## config.mk

```make
export PLATFORM = sky130hd
export DESIGN_NAME = gpp_port
export DESIGN_NICKNAME = d
export VERILOG_FILES = /design/src/rtl/gpp_pkg.sv /design/src/rtl/gpp_port.sv
export SDC_FILE = /design/constraint.sdc
export NUM_CORES = 1
export LEC_CHECK = 0
export BUFFER_PORTS_ARGS = -buffer_cell sky130_fd_sc_hd__buf_4
export CAP_MARGIN = 20
export CORE_MARGIN = 1
export CORE_UTILIZATION = 34
export CTS_BUF_LIST = sky130_fd_sc_hd__clkbuf_4 sky130_fd_sc_hd__clkbuf_8
export DETAILED_ROUTE_END_ITERATION = 10
export GPL_TIMING_DRIVEN = 0
export PLACE_DENSITY = 0.71
export SLEW_MARGIN = 15
export SYNTH_ARGS = -nofsm -noshare
export SYNTH_HDL_FRONTEND = slang
export SYNTH_SLANG_ARGS = --single-unit
export TNS_END_PERCENT = 10
```

## constraint.sdc

```tcl
create_clock -name clock -period 2.25 [get_ports clock]
set_clock_uncertainty 0.1 [all_clocks]
set_input_delay 0.1125 -clock clock [delete_from_list [all_inputs] [get_ports clock]]
set_output_delay 0.1125 -clock clock [all_outputs]
set_load 0.02 [all_outputs]
```

## src/rtl/gpp_pkg.sv

```systemverilog
// Package for the eight-pin general purpose port.
// Assumes an APB slave with 32-bit data and one register per word.
`default_nettype none
package gpp_pkg;
    localparam int          GPP_WIDTH         = 8;
    localparam logic [11:0] GPP_OFF_PIN_DATA  = 12'h000;
    localparam logic [11:0] GPP_OFF_LATCH     = 12'h004;
    localparam logic [11:0] GPP_OFF_DIR       = 12'h008;
    localparam logic [11:0] GPP_OFF_ANALOG    = 12'h00c;
    localparam logic [11:0] GPP_OFF_PULLUP    = 12'h010;
    localparam logic [11:0] GPP_OFF_THRESH    = 12'h014;
    localparam logic [11:0] GPP_OFF_SLEW      = 12'h018;
    localparam logic [11:0] GPP_OFF_ODRAIN    = 12'h01c;
    localparam logic [7:0]  GPP_RST_LATCH     = 8'h00;
    localparam logic [7:0]  GPP_RST_DIR       = 8'hff;
    localparam logic [7:0]  GPP_RST_ANALOG    = 8'hff;
    localparam logic [7:0]  GPP_RST_PULLUP    = 8'h00;
    localparam logic [7:0]  GPP_RST_THRESH    = 8'h00;
    localparam logic [7:0]  GPP_RST_SLEW      = 8'hff;
    localparam logic [7:0]  GPP_RST_ODRAIN    = 8'h00;

    typedef struct packed {
        logic [7:0] drive;
        logic [7:0] drive_en;
    } gpp_pad_out_t;

    typedef struct packed {
        logic [7:0] open_drain;
        logic [7:0] slew_limit;
        logic [7:0] threshold_ttl;
        logic [7:0] pullup_en;
        logic [7:0] analog_in;
    } gpp_pad_cfg_t;
endpackage : gpp_pkg
`default_nettype wire

```

## src/rtl/gpp_port.sv

```systemverilog
// Eight-pin general purpose port with APB register access.
// Assumes pins arrive asynchronously; pad cells apply drive and config.
//
// The APB slave port and the address map were decided locally.
`timescale 1ns/100ps
`default_nettype none
module gpp_port
    import gpp_pkg::*;
(
    // Clock and reset.
    input  wire logic                 clock,
    input  wire logic                 resetn,
    // APB slave.
    input  wire logic                 psel,
    input  wire logic                 penable,
    input  wire logic                 pwrite,
    input  wire logic [11:0]          paddr,
    input  wire logic [31:0]          pwdata,
    input  wire logic [3:0]           pstrb,
    output logic                      pready,
    output logic [31:0]               prdata,
    output logic                      pslverr,
    // Pins.
    input  wire logic [7:0]           pin_in,
    output logic [7:0]                pin_out,
    output logic [7:0]                pin_oe,
    output gpp_pkg::gpp_pad_cfg_t     pad_cfg,
    // Priority owners of the pins.
    input  wire logic [7:0]           config_own,
    input  wire logic [7:0]           config_out,
    input  wire logic [7:0]           config_oe,
    input  wire logic [7:0]           analog_out_en,
    input  wire logic [7:0]           periph_sel,
    input  wire logic [7:0]           periph_out,
    input  wire logic [7:0]           periph_oe,
    // Digital input levels to peripherals.
    output logic [7:0]                digital_in
);
    import gpp_pkg::*;

    logic [7:0] sync1_reg, sync2_reg;
    logic [7:0] output_latch_reg, output_latch_next;
    logic [7:0] direction_ctrl_reg, direction_ctrl_next;
    logic [7:0] analog_select_reg, analog_select_next;
    logic [7:0] weak_pullup_ctrl_reg, weak_pullup_ctrl_next;
    logic [7:0] input_threshold_sel_reg, input_threshold_sel_next;
    logic [7:0] slew_limit_ctrl_reg, slew_limit_ctrl_next;
    logic [7:0] open_drain_ctrl_reg, open_drain_ctrl_next;
    logic [31:0] prdata_reg, prdata_next;
    logic        pslverr_reg, pslverr_next;
    logic        pready_reg, pready_next;
    logic [7:0]  pin_out_reg, pin_out_next;
    logic [7:0]  pin_oe_reg, pin_oe_next;
    logic [7:0]  din_reg, din_next;
    gpp_pad_cfg_t cfg_reg, cfg_next;
    logic [7:0]  port_pin_data;
    logic        wr_acc, rd_acc, hit;

    always_ff @(posedge clock or negedge resetn) begin
        if (!resetn) begin
            sync1_reg <= 8'h00;
            sync2_reg <= 8'h00;
        end else begin
            sync1_reg <= pin_in;
            sync2_reg <= sync1_reg;
        end
    end

    assign port_pin_data = sync2_reg & ~analog_select_reg;

    assign wr_acc = psel & penable & pwrite & pready_reg;
    assign rd_acc = psel & ~penable & ~pwrite;
    always_comb begin
        unique case (paddr)
            GPP_OFF_PIN_DATA, GPP_OFF_LATCH, GPP_OFF_DIR, GPP_OFF_ANALOG,
            GPP_OFF_PULLUP, GPP_OFF_THRESH, GPP_OFF_SLEW,
            GPP_OFF_ODRAIN: hit = 1'b1;
            default:        hit = 1'b0;
        endcase
    end

    // Register writes; one bit per pin in byte lane zero.
    always_comb begin
        output_latch_next        = output_latch_reg;
        direction_ctrl_next      = direction_ctrl_reg;
        analog_select_next       = analog_select_reg;
        weak_pullup_ctrl_next    = weak_pullup_ctrl_reg;
        input_threshold_sel_next = input_threshold_sel_reg;
        slew_limit_ctrl_next     = slew_limit_ctrl_reg;
        open_drain_ctrl_next     = open_drain_ctrl_reg;
        if (wr_acc && pstrb[0]) begin
            unique case (paddr)
                GPP_OFF_PIN_DATA, GPP_OFF_LATCH:
                    output_latch_next = pwdata[7:0];
                GPP_OFF_DIR:    direction_ctrl_next      = pwdata[7:0];
                GPP_OFF_ANALOG: analog_select_next       = pwdata[7:0];
                GPP_OFF_PULLUP: weak_pullup_ctrl_next    = pwdata[7:0];
                GPP_OFF_THRESH: input_threshold_sel_next = pwdata[7:0];
                GPP_OFF_SLEW:   slew_limit_ctrl_next     = pwdata[7:0];
                GPP_OFF_ODRAIN: open_drain_ctrl_next     = pwdata[7:0];
                default: ;
            endcase
        end
    end

    // Read data captured in setup, presented in access phase.
    always_comb begin
        prdata_next  = prdata_reg;
        pslverr_next = 1'b0;
        pready_next  = psel & ~penable;
        if (rd_acc) begin
            unique case (paddr)
                // data reads pins, latch reads latch.
                GPP_OFF_PIN_DATA: prdata_next = {24'h0, port_pin_data};
                GPP_OFF_LATCH:    prdata_next = {24'h0, output_latch_reg};
                GPP_OFF_DIR:      prdata_next = {24'h0, direction_ctrl_reg};
                GPP_OFF_ANALOG:   prdata_next = {24'h0, analog_select_reg};
                GPP_OFF_PULLUP:   prdata_next = {24'h0, weak_pullup_ctrl_reg};
                GPP_OFF_THRESH:
                    prdata_next = {24'h0, input_threshold_sel_reg};
                GPP_OFF_SLEW:     prdata_next = {24'h0, slew_limit_ctrl_reg};
                GPP_OFF_ODRAIN:   prdata_next = {24'h0, open_drain_ctrl_reg};
                default:          prdata_next = 32'h0;
            endcase
        end
        if (psel && !penable) begin
            pslverr_next = ~hit;
        end
    end

    // Pin ownership and drivers.
    always_comb begin
        pin_out_next = 8'h00;
        pin_oe_next  = 8'h00;
        for (int i = 0; i < GPP_WIDTH; i++) begin
            if (config_own[i]) begin
                pin_out_next[i] = config_out[i];
                pin_oe_next[i]  = config_oe[i];
            end else if (analog_out_en[i]) begin
                pin_out_next[i] = 1'b0;
                pin_oe_next[i]  = 1'b0;
            end else if (periph_sel[i]) begin
                pin_out_next[i] = periph_out[i];
                pin_oe_next[i]  = periph_oe[i];
            end else begin
                pin_out_next[i] = output_latch_reg[i];
                pin_oe_next[i]  = ~direction_ctrl_reg[i];
            end
            if (open_drain_ctrl_reg[i] && pin_out_next[i]) begin
                pin_oe_next[i] = 1'b0;
            end
        end
        din_next = port_pin_data;
        cfg_next = '{open_drain:    open_drain_ctrl_reg,
                     slew_limit:    slew_limit_ctrl_reg,
                     threshold_ttl: input_threshold_sel_reg,
                     pullup_en:     weak_pullup_ctrl_reg,
                     analog_in:     analog_select_reg};
    end

    always_ff @(posedge clock or negedge resetn) begin
        if (!resetn) begin
            output_latch_reg        <= GPP_RST_LATCH;
            direction_ctrl_reg      <= GPP_RST_DIR;
            analog_select_reg       <= GPP_RST_ANALOG;
            weak_pullup_ctrl_reg    <= GPP_RST_PULLUP;
            input_threshold_sel_reg <= GPP_RST_THRESH;
            slew_limit_ctrl_reg     <= GPP_RST_SLEW;
            open_drain_ctrl_reg     <= GPP_RST_ODRAIN;
            prdata_reg              <= 32'h0;
            pslverr_reg             <= 1'b0;
            pready_reg              <= 1'b0;
            pin_out_reg             <= 8'h00;
            pin_oe_reg              <= 8'h00;
            din_reg                 <= 8'h00;
            cfg_reg                 <= '0;
        end else begin
            output_latch_reg        <= output_latch_next;
            direction_ctrl_reg      <= direction_ctrl_next;
            analog_select_reg       <= analog_select_next;
            weak_pullup_ctrl_reg    <= weak_pullup_ctrl_next;
            input_threshold_sel_reg <= input_threshold_sel_next;
            slew_limit_ctrl_reg     <= slew_limit_ctrl_next;
            open_drain_ctrl_reg     <= open_drain_ctrl_next;
            prdata_reg              <= prdata_next;
            pslverr_reg             <= pslverr_next;
            pready_reg              <= pready_next;
            pin_out_reg             <= pin_out_next;
            pin_oe_reg              <= pin_oe_next;
            din_reg                 <= din_next;
            cfg_reg                 <= cfg_next;
        end
    end

    assign pready     = pready_reg;
    assign prdata     = prdata_reg;
    assign pslverr    = pslverr_reg;
    assign pin_out    = pin_out_reg;
    assign pin_oe     = pin_oe_reg;
    assign digital_in = din_reg;
    assign pad_cfg    = cfg_reg;

    dir_drive_a: assert property (
        @(posedge clock) disable iff (!resetn)
        (~config_own[0] & ~analog_out_en[0] & ~periph_sel[0]
         & ~open_drain_ctrl_reg[0])
        |=> pin_oe[0] == ~$past(direction_ctrl_reg[0]))
        else $error("Pin driver does not follow direction.");
    analog_out_a: assert property (
        @(posedge clock) disable iff (!resetn)
        (~config_own[1] & analog_out_en[1]) |=> !pin_oe[1])
        else $error("Analog output left driver on.");
    analog_read_a: assert property (
        @(posedge clock) disable iff (!resetn)
        analog_select_reg[2] |=> !digital_in[2])
        else $error("Analog pin read nonzero.");
    data_write_a: assert property (
        @(posedge clock) disable iff (!resetn)
        (wr_acc && pstrb[0] && paddr == GPP_OFF_PIN_DATA)
        |=> output_latch_reg == $past(pwdata[7:0]))
        else $error("Data write missed latch.");
    sync_delay_a: assert property (
        @(posedge clock) disable iff (!resetn)
        $past(resetn) |-> ##2 (sync2_reg == $past(pin_in, 2)))
        else $error("Synchroniser delay wrong.");
    open_drain_a: assert property (
        @(posedge clock) disable iff (!resetn)
        (~config_own[3] & open_drain_ctrl_reg[3])
        |=> !(pin_oe[3] && pin_out[3]))
        else $error("Open drain drove high.");
    periph_own_a: assert property (
        @(posedge clock) disable iff (!resetn)
        (~config_own[4] & ~analog_out_en[4] & periph_sel[4])
        |=> pin_out[4] == $past(periph_out[4]))
        else $error("Peripheral not owning pin.");
    latch_read_a: assert property (
        @(posedge clock) disable iff (!resetn)
        (rd_acc && paddr == GPP_OFF_LATCH)
        |=> prdata[7:0] == $past(output_latch_reg))
        else $error("Latch read wrong.");
    analog_reset_a: assert property (
        @(posedge clock) disable iff (!resetn)
        $rose(resetn) |-> analog_select_reg == GPP_RST_ANALOG)
        else $error("Analog select not set after reset.");
    pin_read_a: assert property (
        @(posedge clock) disable iff (!resetn)
        (rd_acc && paddr == GPP_OFF_PIN_DATA)
        |=> prdata == {24'h0, $past(port_pin_data)})
        else $error("Pin data read wrong.");
    latch_drive_a: assert property (
        @(posedge clock) disable iff (!resetn)
        (~config_own[5] & ~analog_out_en[5] & ~periph_sel[5])
        |=> pin_out[5] == $past(output_latch_reg[5]))
        else $error("Latch does not drive free pin.");
    config_own_a: assert property (
        @(posedge clock) disable iff (!resetn)
        config_own[7] |=> pin_out[7] == $past(config_out[7]))
        else $error("Configuration owner lost the pin.");
    analog_drive_a: assert property (
        @(posedge clock) disable iff (!resetn)
        (analog_select_reg[6] & ~config_own[6] & ~analog_out_en[6]
         & ~periph_sel[6] & ~open_drain_ctrl_reg[6])
        |=> pin_oe[6] == ~$past(direction_ctrl_reg[6]))
        else $error("Analog select changed the driver.");
    latch_write_a: assert property (
        @(posedge clock) disable iff (!resetn)
        (wr_acc && pstrb[0] && paddr == GPP_OFF_LATCH)
        |=> output_latch_reg == $past(pwdata[7:0]))
        else $error("Latch write missed latch.");
endmodule : gpp_port
`default_nettype wire

```

==> results of run 1 <==
==> placed cells by master, fill, tap and decap left out, types with 3 or more instances in the layout <==
master	n
dlygate4sd3_1	54
mux2_2	77
a21oi_1	8
nand2_1	11
a22o_1	15
clkbuf_8	18
o31ai_1	8
a222oi_1	7
bufinv_16	3
nor2_1	10
dfrtp_1	122
mux2i_1	8
a22oi_1	8
nor2_2	3
buf_4	187
mux2_4	8
o21ai_0	8
clkinvlp_4	3
conb_1	24
dfstp_2	24
nor2b_1	11
clkbuf_1	5
clkinv_4	3
==> power groups by stage <==
stage | clock [mW] | combinational [mW] | sequential [mW]
final | 2.14 | 0.582 | 2.68
after global routing | 2.31 | 0.629 | 2.69
after CTS | 2.20 | 0.579 | 2.68
after detailed placement | 0 | 0.496 | 2.73
after global placement | 0 | 0.473 | 2.73
after floorplan | 0 | 0.168 | 2.77
==> tightest hold or removal path: stages <==
cell	delay, ns
buf_4	0.13
nor3_4	0.11
mux2_2	0.24
==> stage by stage <==
step | setup WS, ns | hold WS, ns | instance area [µm²] | cells
2_1_floorplan | 0.2523 | -0.2831 | 5833 | 404
3_3_place_gp | -0.4774 | 0.1227 | 7325 | 786
3_5_place_dp | -0.4993 | -0.06571 | 7360 | 787
4_1_cts | -0.06988 | 0.04886 | 8329 | 873
5_1_grt | -0.001438 | 0.03052 | 8341 | 873
6_report | 0.07677 | 0.05946 | 8341 | 873
==> cell families (layout without fill, tap and decap cells) <==
| group | Yosys count | after routing | share of synthesized area (%) |
|---|---|---|---|
| and+or+nand+nor | 50 | 50 | 5.465 |
| other | 1 | 24 | 0.06525 |
| DFF | 146 | 146 | 64.10 |
| muxes | 95 | 95 | 19.36 |
| buffers and inverters | 35 | 284 | 4.028 |
| AOI/OAI and AO/OA | 54 | 54 | 6.989 |
==> per-layer routing <==
metal	wire (µm)	vias up
met2	7777	155
li1	-	1854
met3	929	26
met5	0	-
met4	295	0
met1	6275	2018
==> final cells by class <==
class,count,area (µm²)
plain buffers,35,231.5
clock buffers,20,262.8
clock inverters,12,157.7
fillers,1420,8184
multi-input cells,223,1938
flip-flops and latches,146,3684
well taps,220,275.3
repair buffers,217,1792
==> synth_stat cells, drive strengths merged, types with 2 or more instances <==
cell    number  area, µm²
dfrtp      122       3053
mux2        85      987.2
buf         30      212.7
dfstp       24      630.6
a22o        15      131.4
nor2        13      48.80
nand2       11      41.29
nor2b       11      68.82
a21oi        8      40.04
a22oi        8      60.06
mux2i        8      80.08
o21ai        8      40.04
o31ai        8      60.06
a222oi       7      70.07
clkbuf       5      18.77
nor3         3      25.02
and2         2      12.51
mux4         2      45.04
nand3        2      10.01
==> timing repair <==
item | 4_1_cts | 5_1_grt
setup endpoints to repair | 40 | 24
resized for setup | 2 | 3
hold endpoints to repair | 213 | 0
hold buffers | 54 | 0
==> worst paths after layout <==
check	start	endpoint	slack, ns	depth (start not counted)
max in group asynchronous	resetn	analog_select_reg[0]	1.17	3
worst max register to register	pready	weak_pullup_ctrl_reg[6]	0.08	5
worst min register to register	sync1_reg[2]	sync2_reg[2]	0.25	0
worst min-delay path	paddr[4]	analog_select_reg[4]	0.06	3
worst max-delay path	pready	weak_pullup_ctrl_reg[6]	0.08	5
min in group asynchronous	resetn	output_latch_reg[1]	0.08	2
==> summary.txt, run 1 <==
Final period util -> 96.59%
Worst-path clk slew -> 0.08 ns
initial antenna violation count -> 0
n_diodes -> 0
Worst Path Arrival -> 2.40 ns
Setup Viol. Count Final -> 0
die area -> 0.01743 mm²
Total GRT Usage -> 18.56%
total CTS buffers -> 17
first-pass GRT wire length -> 23900 µm
met3 usage -> 4.806%
Layout area overhead -> 45.13%
drt wl/cell -> 17.50 µm
Tot Pwr -> 5.404 mW
# DRC -> 0
worst slew pin tran -> 0.9077 ns
die height -> 132.0 µm
NetSw -> 1.288 mW
DP Wirelength -> 9894 µm
layout cells sized above 1 -> 52.37%
CP peak stage delay -> 0.40 ns
Synth Flop Type -> dfrtp_1
Yosys warning count -> 0
Mean Syn Cell Area -> 15.08 µm²
Synth cell types -> 32
Sink Count -> 146
Top Usage Layer GRT -> met2
H-tree Lvls -> 4
CP Class -> flop to flop
Netlist Area Pre-Place -> 0.005747 mm²
EDFF count, synth -> 0
floorplan row count -> 47
Async SR Flop Fraction -> 100.0%
Initial Util -> 34.78%
num ports -> 215
critical path cell sequence -> and4_1 -> nand4_4 -> or3b_1 -> clkbuf_1 -> mux2_2
final core occ -> 50.47%
status -> finished clean
Post-Route WL -> 15280 µm
Port Buf Inserts -> 162
Comb pwr share -> 10.8%
post-route ant nets -> 0
Peak Freq -> 460.1 MHz
Vias -> 4053
met1 Usage GRT -> 22.74%
Fin Setup TNS -> 0 ns
Final Wtd Congestion -> 0.7882
Power Internal -> 4.116 mW
leakage dissipation -> 4.160 nW
#FFs+latches synth -> 146
PwrDens -> 648.0 mW/mm²
violation count after the first detailed-route iteration -> 167
slowest CP cell -> or3b_1
peak supply drop -> 321.6 µV
core area -> 0.01652 mm²
Die X-Extent -> 132.0 µm
Top delay family on crit path -> simple AND/OR/NAND/NOR gates
GRT Residual Overflow -> 0
final-report hold violation count -> 0
Clk pwr share -> 39.6%
Max-cap violations -> 0
largest net degree at the start of global routing -> 101
sequential-to-total area share from yosys stat -> 64.10%
Hold Path Class -> primary input to flop
Buf+Inv Stages, Crit Path -> 1
switching fraction of total power -> 23.84%
Root Driver -> clkbuf_8
Detailed Routing Iterations Pass 1 -> 4
crit end category -> flop
grt met2 use -> 31.13%
Critical Path Source Type -> flop
register share of total power -> 49.6%
CTS tree -> yes
Via density -> 4.643
Rel. slew slack -> 39.36%
Longest Clk Path Bufs -> 2
Total Nets Final -> 757
minimum clock period after layout -> 2.173 ns
post-CTS setup buffers -> 0
clock latency at the later pin of the worst-skew pair -> 0.45 ns
max reg flops -> 40
CP required -> 2.48 ns
crit path max fanout -> 8
Gate Count Post-Synth -> 381
final slew viol count -> 0
number of global-route vias before repair -> 4348
(Power assumes the default switching activity.)
==> inputs of run 2 (changes only) <==
==> constraint.sdc (replaced) <==
create_clock -name clock -period 2.25 [get_ports clock]
set_clock_uncertainty 0.1 [all_clocks]
set_input_delay 0.225 -clock clock [delete_from_list [all_inputs] [get_ports clock]]
set_output_delay 0.225 -clock clock [all_outputs]
set_load 0.02 [all_outputs]
==> run 2 against run 1 <==
Compared with the run above:
- worst setup slack better by 0.0090 ns
- sequential power hardly changed
- largest power group unchanged
- first-iteration DRC count rose by 11%
- via count increased by 0.47%
- worst hold slack got worse by 0.027 ns
- core utilization fell by 0.076 points
- count of clock-buffer cells in the layout unchanged
- critical endpoint unchanged
- power hardly changed
==> summary.txt, run 2 (synthesis gave the netlist of run 1 again) <==
Area after DPL -> 0.007360 mm² (unchanged)
Worst R2R Path Depth -> 5 (unchanged)
clock latency at the later pin of the worst-skew pair -> 0.45 ns (about the same)
most frequent cells in the layout -> buf_4 (187), dfrtp_1 (122), mux2_2 (77), dlygate4sd3_1 (49)
Initial Util -> 34.78% (unchanged)
Peak Freq -> 462.1 MHz (+0.42%)
minimum clock period after layout -> 2.164 ns (-0.009028 ns)
H-tree Lvls -> 4 (unchanged)
Vias -> 4072 (+0.47%)
num ports -> 215 (unchanged)
layout cells sized above 1 -> 52.53% (+0.16 points)
CP Launch Point -> pready
Total Nets Final -> 755 (-0.26%)
final slew viol count -> 0 (unchanged)
Hold Path Class -> primary input to flop
critical path endpoint -> weak_pullup_ctrl_reg[6]
Final period util -> 96.19% (-0.40 points)
core area -> 0.01652 mm² (unchanged)
CP required -> 2.48 ns (about the same)
DP Wirelength -> 9894 µm (unchanged)
Layout area overhead -> 44.92%
worst hold slack -> 0.03212 ns (-0.02734 ns)
die area -> 0.01743 mm² (unchanged)
Worst-path clk slew -> 0.08 ns (about the same)
Longest Clk Path Bufs -> 2 (unchanged)
Sink Count -> 146 (unchanged)
Worst Path Arrival -> 2.39 ns (about the same)
Reg-to-Reg End -> weak_pullup_ctrl_reg[6]
# DRC -> 0 (unchanged)
Max-cap violations -> 0 (unchanged)
Setup Viol. Count Final -> 0 (unchanged)
Critical Path Source Type -> flop
leakage dissipation -> 4.175 nW (+0.36%)
Post-Place Cells -> 787 (unchanged)
Final Wtd Congestion -> 0.7882 (unchanged)
Via density -> 4.675 (+0.70%)
final-report hold violation count -> 0 (unchanged)
PwrDens -> 649.4 mW/mm² (+0.23%)
GRT Residual Overflow -> 0 (unchanged)
crit end category -> flop
worst slew pin tran -> 0.9397 ns (+0.03197 ns)
crit path max fanout -> 8 (unchanged)
number of global-route vias before repair -> 4333 (-0.34%)
peak supply drop -> 323.0 µV (+0.46%)
worst reg2reg setup slack -> 0.09 ns (about the same)
CP Class -> flop to flop
first-pass GRT wire length -> 23930 µm (+0.12%)
CTS tree -> yes
drt wl/cell -> 17.70 µm (+1.2%)
total CTS buffers -> 17 (unchanged)
die height -> 132.0 µm (unchanged)
worst reg2reg path startpoint -> pready
Die X-Extent -> 132.0 µm (unchanged)
Post-Route WL -> 15420 µm (+0.94%)
n_diodes -> 0 (unchanged)
post-route ant nets -> 0 (unchanged)
max reg flops -> 40 (unchanged)
Detailed Routing Iterations Pass 1 -> 4 (unchanged)
status -> finished clean
Rel. slew slack -> 37.23% (-2.1 points)
largest net degree at the start of global routing -> 101 (unchanged)
Design Area, Final -> 0.008328 mm² (-0.15%)
floorplan row count -> 47 (unchanged)
Total GRT Usage -> 18.59% (+0.031 points)
initial antenna violation count -> 0 (unchanged)
Port Buf Inserts -> 162 (unchanged)
most common library cell in the layout ignoring fill and taps -> buf_4
count of non-filler cells in the finished layout -> 871 (-0.23%)
Root Driver -> clkbuf_8
violation count after the first detailed-route iteration -> 186 (+11%)
==> run 2: routing by layer <==
| metal | part of all wire [%] | wire [µm] | up-vias | GRT usage (%) |
|---|---|---|---|---|
| li1 | - | - | 1854 | - |
| met2 | 51 | 7885 | 152 | 31.39 |
| met4 | 2.0 | 303 | 0 | 7.623 |
| met5 | 0 | 0 | - | 0 |
| met1 | 41 | 6374 | 2040 | 22.57 |
| met3 | 5.6 | 857 | 26 | 4.844 |
==> run 2: through the flow <==
stage | setup slack, ns | power [mW] | utilization (%) | TNS (ns)
6_report | 0.08580 | 5.408 | 50.40 | 0
5_1_grt | -0.001650 | 5.627 | 50.40 | -0.001650
4_1_cts | -0.07033 | 5.458 | 50.28 | -1.234
3_5_place_dp | -0.6118 | 3.228 | 44.54 | -18.56
3_3_place_gp | -0.5899 | 3.203 | 44.32 | -16.83
2_1_floorplan | 0.2523 | 2.938 | - | 0
==> run 2: final cells by class <==
cell class,count,area [µm²]
fillers,1425,8197
repair buffers,215,1779
flip-flops and latches,146,3684
plain buffers,35,231.5
clock buffers,20,262.8
clock inverters,12,157.7
multi-input cells,223,1938
well taps,220,275.3
==> run 2: worst min path at each step <==
stage | from | to | slack (ns) | cells after the start
finish | paddr[9] | prdata[6] | 0.03 | 4
global route | config_own[5] | pin_oe[5] | 0.02 | 3
CTS | config_own[5] | pin_oe[5] | 0.002 | 3
detailed placement | resetn | output_latch_reg[1] | 0.05 | 1
global placement | sync1_reg[4] | sync2_reg[4] | 0.23 | 0
floorplan | resetn | digital_in[0] | -0.17 | 0
==> run 2: worst max-delay path, stage by stage, from the launching register on <==
cell and delay (ns):
dfrtp_1 0.37, and4_1 0.25, nand4_4 0.21, or3b_1 0.41, clkbuf_1 0.33, mux2_2 0.38
==> run 2: repair_timing <==
item	in CTS	in global routing
setup endpoints to repair	40	27
endpoints found under the hold margin	134	0
pin swaps	0	2
buffers inserted	0	0
resized for setup	2	6
hold buffers	52	0
==> run 2: power breakdown <==
part	internal, mW	switching [mW]
sequential	2.67	0.0135
clock	1.15	0.986
combinational	0.296	0.290
==> inputs of run 3 (changes only) <==
Settings changed: GPL_TIMING_DRIVEN 0 to not set.
==> run 3 against run 2 <==
Compared with the run above:
- sequential share of layout area increased by 0.78 points
- first-iteration DRC count increased by 5.4%
- core utilization decreased by 0.88 points
- worst setup slack improved by 0.018 ns
- via count decreased by 2.5%
- register-to-register slack improved by 0.02 ns
- global-route usage decreased by 1.0 points
- critical endpoint is now pin_oe[1]
==> summary.txt, run 3 (synthesis gave the netlist of run 1 again) <==
status -> finished clean
PwrDens -> 643.7 mW/mm² (-0.88%)
Setup Viol. Count Final -> 0 (unchanged)
final slew viol count -> 0 (unchanged)
Total Nets Final -> 739 (-2.1%)
Total GRT Usage -> 17.59% (-1.0 points)
Reg-to-Reg End -> pin_oe[1]
Post-Place Cells -> 771 (-2.0%)
Rel. slew slack -> 49.42% (+12 points)
Via density -> 4.649 (-0.56%)
total CTS buffers -> 17 (unchanged)
final-report hold violation count -> 0 (unchanged)
Final period util -> 95.39% (-0.80 points)
# DRC -> 0 (unchanged)
CP peak stage delay -> 0.57 ns (+0.16 ns)
Worst R2R Path Depth -> 5 (unchanged)
hold path endpoint -> prdata[6]
critical path cell sequence -> o21ai_0 -> a22oi_1 -> dlygate4sd3_1 -> a21oi_1 -> dlygate4sd3_1
worst reg2reg path startpoint -> direction_ctrl_reg[1]
floorplan row count -> 47 (unchanged)
worst reg2reg setup slack -> 0.10 ns (+0.02 ns)
Sink Count -> 146 (unchanged)
Post-Route WL -> 14580 µm (-5.4%)
Vias -> 3970 (-2.5%)
count of non-filler cells in the finished layout -> 854 (-2.0%)
Peak Freq -> 465.9 MHz (+0.84%)
most frequent cells in the layout -> buf_4 (179), dfrtp_1 (122), mux2_2 (77), dlygate4sd3_1 (52)
Hold Path Class -> primary input to flop
Critical Path Source Type -> flop
n_diodes -> 0 (unchanged)
min-delay src -> paddr[9]
minimum clock period after layout -> 2.146 ns (-0.01796 ns)
Buf+Inv Stages, Crit Path -> 2 (+1)
peak supply drop -> 318.0 µV (-1.6%)
number of global-route vias before repair -> 4422 (+2.1%)
max reg flops -> 40 (unchanged)
largest net degree at the start of global routing -> 58 (-43%)
GRT Residual Overflow -> 0 (unchanged)
most common library cell in the layout ignoring fill and taps -> buf_4
H-tree Lvls -> 4 (unchanged)
layout cells sized above 1 -> 51.89% (-0.64 points)
Root Driver -> clkbuf_8
slowest CP cell -> dlygate4sd3_1
drt wl/cell -> 17.08 µm (-3.6%)
CP Launch Point -> direction_ctrl_reg[1]
unrepaired setup endpoints after global routing -> false
Fin Setup TNS -> 0 ns (unchanged)
crit path max fanout -> 3 (-5)
DP Wirelength -> 9622 µm (-2.8%)
Detailed Routing Iterations Pass 1 -> 6 (+2)
num ports -> 215 (unchanged)
CP required -> 2.49 ns (about the same)
Max-cap violations -> 0 (unchanged)
PnR worst setup slack -> 0.1038 ns (+0.01796 ns)
DP Worst Slack -> 0.04378 ns (+0.6556 ns)
first-pass GRT wire length -> 23000 µm (-3.9%)
cell repeated most along the worst path -> dlygate4sd3_1
die height -> 132.0 µm (unchanged)
CTS tree -> yes
Top delay family on crit path -> buffers and inverters
crit end category -> flop
post-route ant nets -> 0 (unchanged)
Final Wtd Congestion -> 0.8042 (+2.0%)
Port Buf Inserts -> 163 (+0.62%)
CP Class -> flop to flop
Initial Util -> 34.78% (unchanged)
Layout area overhead -> 42.39%
leakage dissipation -> 4.073 nW (-2.4%)
Longest Clk Path Bufs -> 2 (unchanged)
clock latency at the later pin of the worst-skew pair -> 0.46 ns (about the same)
Worst Path Arrival -> 2.38 ns (about the same)
die area -> 0.01743 mm² (unchanged)
worst slew pin tran -> 0.7571 ns (-0.1826 ns)
worst hold stages -> 4 (unchanged)
Die X-Extent -> 132.0 µm (unchanged)
core area -> 0.01652 mm² (unchanged)
violation count after the first detailed-route iteration -> 196 (+5.4%)
initial antenna violation count -> 0 (unchanged)
Worst-path clk slew -> 0.08 ns (about the same)
## run 3: changes by cell type in the layout (fill, tap and decap cells not counted), moves of 3 or more
cell	delta
clkbuf_1	-5
clkinv_4	-3
dlymetal6s4s_1	-3
buf_4	-8
nor2_1	+3
nor2_2	-3
dlygate4sd3_1	+3
## run 3: per-layer routing
| metal | routed length, µm | vias up | global-route usage [%] | part of all wire [%] |
|---|---|---|---|---|
| met5 | 0 | - | 0 | 0 |
| met2 | 7144 | 148 | 29.19 | 49 |
| met4 | 232 | 0 | 7.041 | 1.6 |
| met1 | 6327 | 1986 | 21.55 | 43 |
| li1 | - | 1818 | - | - |
| met3 | 878 | 18 | 5.075 | 6.0 |
## run 3: area by class of cell
| class | count | area, µm² |
|---|---|---|
| Clock inverter | 9 | 106.4 |
| Sequential cell | 146 | 3684 |
| Clock buffer | 22 | 284.0 |
| Timing Repair Buffer | 234 | 1916 |
| Tap cell | 220 | 275.3 |
| Multi-Input combinational cell | 223 | 1918 |
| Fill cell | 1401 | 8342 |
## run 3: power breakdown
part / internal, mW / total (mW) / switching, mW
sequential: 2.67 / 2.68 / 0.0129
clock: 1.07 / 2.05 / 0.975
combinational: 0.267 / 0.539 / 0.272
total: 4.01 / 5.27 / 1.26
## run 3: worst max path at each step
stage	to	depth (start not counted)
after floorplan	direction_ctrl_reg[0]	5
after global placement	weak_pullup_ctrl_reg[1]	6
after detailed placement	weak_pullup_ctrl_reg[6]	6
after CTS	pin_oe[1]	5
after global routing	pin_oe[1]	5
final	pin_oe[1]	5
## run 3: what timing repair did
action	4_1_cts	5_1_grt
endpoints found under the hold margin	208	0
resized for setup	0	0
buffers inserted	0	0
endpoints found under the setup margin	0	1
hold buffers	53	0
## run 3: through the flow
| step | utilization [%] | cell area [µm²] | power, mW | hold slack [ns] |
|---|---|---|---|---|
| 6_report | 49.52 | 8183 | 5.268 | 0.04859 |
| 3_5_place_dp | 44.01 | 7272 | 3.188 | 0.04465 |
| 3_3_place_gp | 44.01 | 7272 | 3.173 | 0.03626 |
| 2_1_floorplan | - | 5833 | 2.938 | -0.1706 |
| 5_1_grt | 49.52 | 8183 | 5.482 | 0.05523 |
| 4_1_cts | 49.58 | 8193 | 5.326 | 0.01247 |
## run 3: worst min-delay path, stage by stage
cell,delay (ns)
buf_4,0.09
nor4_4,0.04
nand3_1,0.12
o31ai_1,0.09
